[src/common/atac_defs.svh]
// Constants for the converter track and accumulate control block
`ifndef ATAC_DEFS_SVH
`define ATAC_DEFS_SVH
// ----------------------------------------
// Register offsets
// ----------------------------------------
`define ATAC_ACC_CFG_ADDR 8'hBA
`define ATAC_CTRL_ADDR 8'hE8
`define ATAC_MUX_ADDR 8'hBB
`define ATAC_RES_LO_ADDR 8'hBD
`define ATAC_RES_HI_ADDR 8'hBE
// ----------------------------------------
// Field positions
// ----------------------------------------
`define ATAC_TWELVE_BIT 7
`define ATAC_ACC_EN_BIT 6
`define ATAC_SJ_HI 5
`define ATAC_SJ_LO 3
`define ATAC_RPT_HI 2
`define ATAC_RPT_LO 0
`define ATAC_CTL_ENABLE_BIT 7
`define ATAC_CTL_TRACK_BIT 6
`define ATAC_CTL_DONE_BIT 5
`define ATAC_CTL_BUSY_BIT 4
`define ATAC_CTL_BURST_BIT 3
`define ATAC_CTL_EXT_BIT 2
// ----------------------------------------
// Reset values and timing
// ----------------------------------------
`define ATAC_ACC_CFG_RST 8'h00
`define ATAC_CTRL_RST 8'h00
`define ATAC_MUX_RST 5'h1F
`define ATAC_TRACK_SAR_CLKS 3
`define ATAC_CONV_CLKS_10 12
`define ATAC_CONV_CLKS_12 14
`endif

[src/common/atac_pkg.sv]
// Types for the converter track and accumulate control block
package atac_pkg;
  // ----------------------------------------
  // Sequencer states, one-hot
  // ----------------------------------------
  typedef enum logic [3:0] {
    ATAC_IDLE = 4'h1,
    ATAC_TRACK = 4'h2,
    ATAC_CONV = 4'h4,
    ATAC_ACCUM = 4'h8
  } atac_state_t;
endpackage : atac_pkg

[src/rtl/atac_sync.sv]
// Three-stage input synchroniser with agreement filter
`timescale 1ns/1ps
module atac_sync (
  // Clock and reset
  input wire logic core_clk_in,
  input wire logic resetn_in,
  // Asynchronous level in, filtered level out
  input wire logic async_in,
  output logic level_out
);
  typedef struct packed {
    logic s1;
    logic s2;
    logic s3;
    logic lvl;
  } atac_sync_st_t;
  atac_sync_st_t q_r;
  atac_sync_st_t q_nxt;

  // Level changes only when stages two and three agree
  always_comb begin
    q_nxt = q_r;
    q_nxt.s1 = async_in;
    q_nxt.s2 = q_r.s1;
    q_nxt.s3 = q_r.s2;
    if (q_r.s2 == q_r.s3) begin
      q_nxt.lvl = q_r.s3;
    end
  end

  // Idle level high so a high pin at reset is not a rising edge
  always_ff @(posedge core_clk_in or negedge resetn_in) begin
    if (!resetn_in) begin
      q_r <= 4'hF;
    end else begin
      q_r <= q_nxt;
    end
  end

  assign level_out = q_r.lvl;
endmodule : atac_sync

[src/rtl/atac_core.sv]
// Converter track-and-hold sequencing, accumulation and result formatting
//
// The address-and-strobe port was chosen for this implementation.
`timescale 1ns/1ps
`include "atac_defs.svh"
module atac_core
  import atac_pkg::*;
#(
  parameter int NUM_PINS = 16
) (
  // Clock and reset
  input wire logic core_clk_in,
  input wire logic resetn_in,
  // Register port
  input wire logic [7:0] reg_addr_in,
  input wire logic [7:0] reg_wdata_in,
  input wire logic reg_wr_in,
  input wire logic reg_rd_in,
  output logic [7:0] reg_rdata_out,
  // Conversion start sources
  input wire logic soft_start_in,
  input wire logic external_convert_start_in,
  // Power state
  input wire logic low_power_in,
  // Analog front end
  output logic track_out,
  output logic convert_out,
  output logic [4:0] analog_input_selector_out,
  input wire logic sar_valid_in,
  input wire logic [11:0] sar_data_in,
  // Completion
  output logic done_out
);
  // ----------------------------------------
  // State
  // ----------------------------------------
  typedef struct packed {
    atac_state_t st;
    logic twelve_bit_enable;
    logic accumulate_enable;
    logic [2:0] shift_justify_select;
    logic [2:0] repeat_count;
    logic enable;
    logic low_power_track_select;
    logic done;
    logic burst_mode_enable;
    logic ext_start_sel;
    logic [4:0] mux;
    logic [17:0] acc;
    logic lo_zero;
    logic [6:0] left;
    logic [3:0] cnt;
    logic pin_d;
    logic [7:0] rdata;
  } atac_st_t;
  atac_st_t q_r;
  atac_st_t q_nxt;
  logic pin_lvl;

  // ----------------------------------------
  // Helper functions
  // ----------------------------------------
  // Number of conversions for a repeat code; reserved codes run once
  function automatic logic [6:0] atac_repeats(input logic [2:0] code);
    case (code)
      3'h1: atac_repeats = 7'h04;
      3'h2: atac_repeats = 7'h08;
      3'h3: atac_repeats = 7'h10;
      3'h4: atac_repeats = 7'h20;
      3'h5: atac_repeats = 7'h40;
      default: atac_repeats = 7'h01;
    endcase
  endfunction : atac_repeats

  // Formatted 16-bit result view of the accumulator
  function automatic logic [15:0] atac_format(input logic [17:0] acc,
                                              input logic [2:0] sj,
                                              input logic twelve);
    logic [17:0] sh;
    sh = 18'h00000;
    case (sj)
      3'h0: sh = acc;
      3'h1: sh = acc >> 1;
      3'h2: sh = acc >> 2;
      3'h3: sh = acc >> 3;
      3'h4: sh = twelve ? (acc << 4) : (acc << 6);
      default: sh = acc;
    endcase
    atac_format = sh[15:0];
  endfunction : atac_format

  // One sample widened to the sum; ten-bit mode drops the two lowest bits
  function automatic logic [17:0] atac_sample(input logic [11:0] data,
                                              input logic twelve);
    logic [11:0] val;
    val = twelve ? data : {2'h0, data[11:2]};
    atac_sample = {6'h00, val};
  endfunction : atac_sample

  // ----------------------------------------
  // Pin synchroniser
  // ----------------------------------------
  // Only levels that two stages agree on reach the edge detector
  atac_sync u_sync (
    .core_clk_in(core_clk_in),
    .resetn_in(resetn_in),
    .async_in(external_convert_start_in),
    .level_out(pin_lvl)
  );

  // ----------------------------------------
  // Next state
  // ----------------------------------------
  always_comb begin
    logic start;
    logic pin_rise;
    logic [15:0] fmt;
    logic [3:0] conv_len;
    start = 1'b0;
    pin_rise = 1'b0;
    fmt = 16'h0000;
    conv_len = 4'h0;
    // Every field but pin_d holds by default; read data fall back to zero
    q_nxt = q_r;
    q_nxt.pin_d = pin_lvl;
    q_nxt.rdata = 8'h00;
    pin_rise = pin_lvl && !q_r.pin_d;
    fmt = atac_format(q_r.acc, q_r.shift_justify_select, q_r.twelve_bit_enable);
    conv_len = q_r.twelve_bit_enable ? 4'(`ATAC_CONV_CLKS_12) : 4'(`ATAC_CONV_CLKS_10);
    start = q_r.enable && (q_r.ext_start_sel ? pin_rise : soft_start_in);

    // ----------------------------------------
    // Register writes; a done set by the sequencer below beats this clear
    // ----------------------------------------
    if (reg_wr_in) begin
      if (reg_addr_in == `ATAC_ACC_CFG_ADDR) begin
        q_nxt.twelve_bit_enable = reg_wdata_in[`ATAC_TWELVE_BIT];
        q_nxt.accumulate_enable = reg_wdata_in[`ATAC_ACC_EN_BIT];
        q_nxt.shift_justify_select = reg_wdata_in[`ATAC_SJ_HI:`ATAC_SJ_LO];
        q_nxt.repeat_count = reg_wdata_in[`ATAC_RPT_HI:`ATAC_RPT_LO];
      end else if (reg_addr_in == `ATAC_CTRL_ADDR) begin
        q_nxt.enable = reg_wdata_in[`ATAC_CTL_ENABLE_BIT];
        q_nxt.low_power_track_select = reg_wdata_in[`ATAC_CTL_TRACK_BIT];
        q_nxt.done = q_r.done & reg_wdata_in[`ATAC_CTL_DONE_BIT];
        q_nxt.burst_mode_enable = reg_wdata_in[`ATAC_CTL_BURST_BIT];
        q_nxt.ext_start_sel = reg_wdata_in[`ATAC_CTL_EXT_BIT];
      end else if (reg_addr_in == `ATAC_MUX_ADDR) begin
        q_nxt.mux = reg_wdata_in[4:0];
      end else if (reg_addr_in == `ATAC_RES_LO_ADDR) begin
        // Only a zero low byte matters; the sum itself is not writable
        q_nxt.lo_zero = (reg_wdata_in == 8'h00);
      end else if (reg_addr_in == `ATAC_RES_HI_ADDR) begin
        // Zero in both bytes clears the sum; low byte must be written first
        if (reg_wdata_in == 8'h00 && q_r.lo_zero) begin
          q_nxt.acc = 18'h00000;
        end
        q_nxt.lo_zero = 1'b0;
      end
    end

    // ----------------------------------------
    // Register reads, data in the following cycle
    // ----------------------------------------
    if (reg_rd_in) begin
      if (reg_addr_in == `ATAC_ACC_CFG_ADDR) begin
        q_nxt.rdata = {q_r.twelve_bit_enable, 1'b0, q_r.shift_justify_select,
                       q_r.repeat_count};
      end else if (reg_addr_in == `ATAC_CTRL_ADDR) begin
        // Busy is high from the start until the accumulate cycle ends
        q_nxt.rdata = {q_r.enable, q_r.low_power_track_select, q_r.done,
                       (q_r.st != ATAC_IDLE), q_r.burst_mode_enable,
                       q_r.ext_start_sel, 2'h0};
      end else if (reg_addr_in == `ATAC_MUX_ADDR) begin
        q_nxt.rdata = {3'h0, q_r.mux};
      end else if (reg_addr_in == `ATAC_RES_LO_ADDR) begin
        q_nxt.rdata = fmt[7:0];
      end else if (reg_addr_in == `ATAC_RES_HI_ADDR) begin
        q_nxt.rdata = fmt[15:8];
      end else begin
        q_nxt.rdata = 8'h00;
      end
    end

    // ----------------------------------------
    // Conversion sequencer
    // ----------------------------------------
    case (q_r.st)
      ATAC_IDLE: begin
        // Starts in standby are dropped, not queued, so tracking stays off
        if (start && !low_power_in) begin
          q_nxt.left = q_r.burst_mode_enable ? atac_repeats(q_r.repeat_count) : 7'h01;
          q_nxt.cnt = 4'h0;
          // Pin start already tracked while low; else low-power needs fixed tracking
          if (q_r.low_power_track_select && !q_r.ext_start_sel) begin
            q_nxt.st = ATAC_TRACK;
          end else if (q_r.burst_mode_enable) begin
            q_nxt.st = ATAC_TRACK;
          end else begin
            q_nxt.st = ATAC_CONV;
          end
          // Fresh sum per burst, or per sample when not accumulating
          if (q_r.burst_mode_enable || !q_r.accumulate_enable) begin
            q_nxt.acc = 18'h00000;
          end
        end
      end
      ATAC_TRACK: begin
        // Fixed tracking window counted from entry into the track state
        if (q_r.cnt == 4'(`ATAC_TRACK_SAR_CLKS - 1)) begin
          q_nxt.cnt = 4'h0;
          q_nxt.st = ATAC_CONV;
        end else begin
          q_nxt.cnt = q_r.cnt + 4'h1;
        end
      end
      ATAC_CONV: begin
        // SAR engine answer, or a timeout of one conversion length
        if (sar_valid_in || q_r.cnt == conv_len - 4'h1) begin
          q_nxt.cnt = 4'h0;
          q_nxt.st = ATAC_ACCUM;
        end else begin
          q_nxt.cnt = q_r.cnt + 4'h1;
        end
      end
      ATAC_ACCUM: begin
        // Sixty-four full-scale samples still fit the 18-bit sum
        q_nxt.acc = q_r.acc + atac_sample(sar_data_in, q_r.twelve_bit_enable);
        q_nxt.left = q_r.left - 7'h01;
        // Done rises only after the last repeat has been added
        if (q_r.left == 7'h01) begin
          q_nxt.done = 1'b1;
          q_nxt.st = ATAC_IDLE;
        end else begin
          q_nxt.st = ATAC_TRACK;
        end
      end
      default: q_nxt.st = ATAC_IDLE;
    endcase
  end

  // ----------------------------------------
  // State register
  // ----------------------------------------
  // Reset loads constants only; pin history idles high like the pin
  always_ff @(posedge core_clk_in or negedge resetn_in) begin
    if (!resetn_in) begin
      q_r.st <= ATAC_IDLE;
      {q_r.twelve_bit_enable, q_r.accumulate_enable, q_r.shift_justify_select,
       q_r.repeat_count} <= `ATAC_ACC_CFG_RST;
      {q_r.enable, q_r.low_power_track_select, q_r.done, q_r.burst_mode_enable,
       q_r.ext_start_sel} <= 5'h00;
      q_r.mux <= `ATAC_MUX_RST;
      q_r.acc <= 18'h00000;
      q_r.lo_zero <= 1'b0;
      q_r.left <= 7'h00;
      q_r.cnt <= 4'h0;
      q_r.pin_d <= 1'b1;
      q_r.rdata <= 8'h00;
    end else begin
      q_r <= q_nxt;
    end
  end

  // ----------------------------------------
  // Outputs
  // ----------------------------------------
  // Tracking depends on mode; standby forces it off
  always_comb begin
    track_out = 1'b0;
    if (!q_r.enable || low_power_in) begin
      track_out = 1'b0;
    end else if (q_r.st == ATAC_TRACK) begin
      track_out = 1'b1;
    end else if (q_r.st == ATAC_IDLE || q_r.st == ATAC_ACCUM) begin
      // The sample is already taken once the accumulate cycle starts
      if (q_r.low_power_track_select) begin
        track_out = q_r.ext_start_sel && !pin_lvl;
      end else begin
        track_out = !q_r.burst_mode_enable;
      end
    end
  end

  // Conversion flag decoded by comparing the whole one-hot state register with ATAC_CONV
  assign convert_out = (q_r.st == ATAC_CONV);
  assign analog_input_selector_out = q_r.mux;
  assign done_out = q_r.done;
  assign reg_rdata_out = q_r.rdata;
endmodule : atac_core

[config.mk]
export PLATFORM = sky130hd
export DESIGN_NAME = atac_core
export DESIGN_NICKNAME = d
export VERILOG_FILES = /design/src/common/atac_pkg.sv /design/src/rtl/atac_sync.sv /design/src/rtl/atac_core.sv
export VERILOG_INCLUDE_DIRS = /design/src /design/src/common
export SDC_FILE = /design/constraint.sdc
export NUM_CORES = 1
export LEC_CHECK = 0
export ABC_AREA = 1
export BUFFER_PORTS_ARGS = -buffer_cell sky130_fd_sc_hd__buf_2
export CAP_MARGIN = 25
export CORE_MARGIN = 2
export CORE_UTILIZATION = 65
export DETAILED_ROUTE_END_ITERATION = 8
export GPL_TIMING_DRIVEN = 1
export PLACE_DENSITY = 0.95
export RECOVER_POWER = 25
export SLEW_MARGIN = 0
export SYNTH_ARGS = -nofsm -noshare
export SYNTH_HDL_FRONTEND = slang
export SYNTH_SLANG_ARGS = --single-unit
export TNS_END_PERCENT = 5
[constraint.sdc]
create_clock -name core_clk_in -period 3.6 [get_ports core_clk_in]
set_input_delay 0.18 -clock core_clk_in [delete_from_list [all_inputs] [get_ports core_clk_in]]
set_output_delay 0.18 -clock core_clk_in [all_outputs]
set_load 0.02 [all_outputs]
==> Yosys cells after proc, flatten, opt, wreduce, memory -nomap -nowiden <==
Cells that the tools add are included.
{ "word_totals": {"out_inout_bits": 16, "input_bits": 36, "word_cells": 127, "regBits": 65} }
{ "op_classes": {"n_addsub": 4, "n_mux": 44, "eq_ne": 26, "bitwise_logic": 4, "reduce_logical": 28} }
{ "ops": {"columns": ["cell", "count"], "rows": [
  ["two-way mux 18 bit", 4],
  ["one-hot mux 16 bit (4 select lines)", 1],
  ["two-way mux 27 bit", 2],
  ["two-way mux 8 bit", 6],
  ["== test 8 bit (second input constant)", 5],
  ["two-way mux 19 bit", 2],
  ["one-hot mux 18 bit (2 select lines)", 1],
  ["one-hot mux 7 bit (5 select lines)", 1],
  ["two-way mux 24 bit", 1],
  ["two-way mux 4 bit", 5],
  ["adder 18 x 12 -> 18 bit", 1],
  ["two-way mux 16 bit", 1],
  ["one-hot mux 4 bit (4 select lines)", 1],
  ["one-hot mux 7 bit (2 select lines)", 1],
  ["== test 3 x 2 -> 1 bit (second input constant)", 4],
  ["two-way mux 12 bit", 1],
  ["one-hot mux 4 bit (3 select lines)", 1],
  ["two-way mux 11 bit", 1],
  ["== test 3 bit (second input constant)", 3],
  ["two-way mux 3 bit", 3],
  ["== test 4 x 2 -> 1 bit (second input constant)", 2],
  ["logical NOT 8 bit", 1],
  ["two-way mux 1 bit", 8],
  ["== test 7 x 1 -> 1 bit (second input constant)", 1],
  ["26 further kinds", 49]
]} }

==> Depth between registers and ports, before layout <==
{ "depth": {"depth_word": 12, "depth_mapped": 17, "mapped_depth_nobuf": 15} }

==> Hierarchy <==
A second synthesis with hierarchy kept.
{ "hier_totals": {"hier_cells": 745, "hier_area_um2": 4936.0} }
{ "modules_own_cells": {"columns": ["mod", "seq_area_each_um2", "cells_per_inst", "area_each_um2", "n_inst"], "rows": [
  ["atac_core", 1535.2, 737, 4814.6, 1],
  ["atac_sync", 105.1, 8, 121.4, 1]
]} }

==> Worst setup path before layout <==
OpenSTA, ideal clock, no wires.
{ "synth_path": {"path_type": "register -> register", "from": "register q_r[56] (netlist bit)", "to": "register q_r[31] (netlist bit)", "setup_slack_ps": 1134, "synth_period_minus_slack_ps": 2466, "t_required_ps": 3482, "path_stages_with_launch": 16, "setup_ps": 118, "t_arrival_ps": 2348, "n_path_buf": 2, "cell_sequence": "dfrtp_1 -> inv_1 -> clkbuf_1 -> clkbuf_1 -> nand2_1 -> nand2_1 -> ha_1 -> fa_1 -> nand3_1 -> nand2_1 -> nand2_1 -> nand2_1 -> a21oi_1 -> or2_2 -> nand3_1 -> nand2_1"} }
{ "synth_lines": {"columns": ["item", "line_no", "source"], "rows": [
  ["from (decl)", "atac_core.sv:56", "atac_st_t q_r;"],
  ["from (signal assigned)", "atac_core.sv:260", "q_r <= q_nxt;"]
]} }

==> flow_summary.yaml <==
clock_tree:
  clock_latency_ps: 370
  cts_max_level: 3
  root_buffer: "clkbuf_8"
  clkSinkCount: 65
  cts_made_buffers: 9
  cts.clk_slew.worst_paths_ps: 90
  cts_max_path_buffers: 2
  ctsResizeCount: 0
  cts_tree: "yes"
place:
  gp_congestion: 0.965
  hpwlAfterDp_um: 10000
  io_buffers: 51
  dp_slack_ps: 1060
  placed_cell_area_um2: 5140
layout:
  multi_input_area_um2: 2660
  nNetsFinal: 836
  nFillCells: 597
  fin_util_pct: 73.7
  area_growth_pct: 8.60
  drive_gt1_share_pct: 13.2
  mostFrequentLayoutCell: "nand2_1"
  stdcell_area_um2: 5370
  ff_latch_area_um2: 1640
  mostFrequentLayoutCells: "nand2_1, inv_1, o21ai_0, nand3_1, dfrtp_1"
  n_antenna_cell: 0
worst_hold_path:
  hold_end: "reg_rdata_out[5]"
  min_from: "reg_rd_in"
  min_path_type: "input pin to flop"
  hold_path_depth: 3
worst_setup_path:
  worst_r2r_path_depth: 13
  r2r_slack_ps: 990
  path_delay_family: "simple AND/OR/NAND/NOR gates"
  rr_endpoint: "q_r[31]"
  slowest_stage: "inv_1"
  required_ps: 3850
  cpMostUsedCell: "nand2_1"
  start_kind: "flop"
  crit_path_cell_trace: "inv_1, nand2_1, nand2_1, ha_1, fa_1, nand3_1, nand2_1, nand2_1, nand2_1, a21oi_1, or2_2, nand3_1, nand2_1"
  critPathCaptureType: "flop"
  worstPathArrival_ps: 2860
  worstReg2RegStart: "q_r[56]"
  max_stage_delay_ps: 540
  timing.critical_path.buf_inv: 1
  critPathKind: "flop to flop"
  crit_fanout: 26
timing:
  hold_violations: 0
  rsz0062_at_grt: "false"
  fin_skew_ps: 15.2
  post-route-min-period_ps: 2610
  drv_slew: 35
  setup_viol: 0
  fin_ws_ps: 993
  setup-tns-final_ps: 0
  max_freq_mhz: 384
  min_period_over_period_pct: 72.4
  slew_headroom_pct: -25.2
  max_slew.worst_pin.slew_ps: 1880
yosys:
  synth_top_area_share_pct: 27.3
  netlist_top_cells_area: "dfrtp_1, nand2_1, o21ai_0"
  syn_nets: 797
  postSynthAreaPerCell_um2: 6.65
  ys.flop_type: "dfrtp_1"
  synth-seq-cells: 65
  ys_seq_area_share_pct: 33.2
  yosysTopAreaCell: "dfrtp_1"
  synth_cells: 744
  synth_async_sr_flop_share_pct: 100
  syn-cell-area_um2: 4950
  ys_warn_count: 0
  synth_edf_count: 0
  ys_types: 42
global_route:
  grt-ovfl-total: 0
  track_usage_pct: 34.4
  first_global_vias: 5106
  grt_antenna_before_repair: 0
  grt_pass1_wl_um: 23200
  grt_max_degree: 42
routing:
  wl_per_cell_um: 15.6
  routed_wl_um: 13900
  vias_per_cell: 5.93
  drtIter0Drc: 492
  ant_nets: 0
  first_pass_iters: 5
  remaining_drc_errors: 0
  num_vias: 5257
floorplan:
  io_pins: 52
  coreArea_um2: 7290
  die_y_um: 91.2
  dieArea_um2: 8320
  fp.dieW_um: 91.2
  rows: 31
  start_util_pct: 67.8
outcome:
  violations: "capacitance limit, slew limit"
  status: "finished, violations left"
pwr:
  power_density_nw_per_um2: 411
  peakVddDrop_mv: 0.425
  p_leak_nw: 2.79
job:
  cap_violations: 1
==> worst max-delay path by stage <==
| stage | start | to | cells past startpoint |
|---|---|---|---|
| 2_1_floorplan | q_r[56] | q_r[31] | 15 |
| 5_1_grt | q_r[56] | q_r[36] | 14 |
| 3_5_place_dp | q_r[56] | q_r[31] | 13 |
| 4_1_cts | q_r[56] | q_r[31] | 13 |
| 3_3_place_gp | q_r[56] | q_r[31] | 13 |
| 6_report | q_r[56] | q_r[31] | 13 |
==> routing by layer <==
metal / vias up / GRT usage (%) / part of all wire (%)
met2: 292 / 59.5 / 49
met3: 54 / 5.06 / 8.0
li1: 2485 / - / -
met1: 2426 / 42.2 / 39
met5: - / 0 / 0
met4: 0 / 16.2 / 3.4
==> synth_stat cells (2+ instances only) <==
cell type	number
buf_2	3
dfrtp_1	54
nand3_2	2
nor2_4	2
o22ai_1	11
or2_2	5
dfstp_2	11
o211ai_1	4
clkbuf_1	5
nand2_1	203
o21ai_0	91
o31ai_1	2
o21ai_1	7
xor2_1	2
inv_2	4
buf_6	4
inv_1	114
nand3_1	58
nor2_1	47
nor4_1	3
ha_1	16
a21oi_1	38
nor2_2	5
nor3_1	7
nand4_1	10
nand3b_1	2
buf_4	16
o21bai_1	3
nand2_2	2
==> area by class of cell <==
type,count,share of cell area (%)
Tap cell,99,2.31
Clock inverter,7,1.56
Multi-Input combinational cell,532,49.5
Timing Repair Buffer,56,5.45
Inverter,119,8.36
Sequential cell,65,30.5
Clock buffer,9,2.31
==> state kept, by name, indices dropped and copies added (netlist names) <==
| signal | cells |
|---|---|
| u_sync.level_out | 1 |
| u_sync.q_r | 1 |
| u_sync.q_nxt | 2 |
| q_r | 47 |
| done_out | 1 |
| analog_input_selector_out | 5 |
| reg_rdata_out | 8 |
==> where the power goes <==
group,internal [mW],switching (mW)
logic,0.198,0.429
clock network,0.333,0.344
registers,0.817,0.0900
==> cells by family after synthesis <==
| family | after synthesis | synth area share [%] |
|---|---|---|
| xor gates and xnor gates | 3 | 0.531 |
| buffers and inverters | 147 | 13.1 |
| and+or+nand+nor | 350 | 31.0 |
| DFF | 65 | 33.2 |
| AOI/OAI and AO/OA | 161 | 17.5 |
| adders and majority gates | 18 | 4.65 |
==> metrics by stage <==
| step | hold slack [ps] | instances | power [mW] |
|---|---|---|---|
| 6_report | 79.5 | 887 | 2.21 |
| 5_1_grt | 93.5 | 887 | 2.32 |
| 4_1_cts | 80.9 | 886 | 2.19 |
| 3_5_place_dp | 287 | 868 | 1.52 |
| 3_3_place_gp | 289 | 868 | 1.49 |
| 2_1_floorplan | -116 | 744 | 1.35 |
==> worst reg2reg max path, delay by kind of cell, from the launching register on <==
kind | cells | cell delay [ps]
buf+inv | 1 | 540
fa+ha+maj | 2 | 450
simple gates | 9 | 1040
compound gates | 1 | 90
flops | 1 | 380
==> what timing repair did <==
item,CTS,global route
buffers inserted,0,0
hold buffers,2,0
hold endpoints to repair,4,0
(Power assumes the default switching activity.)
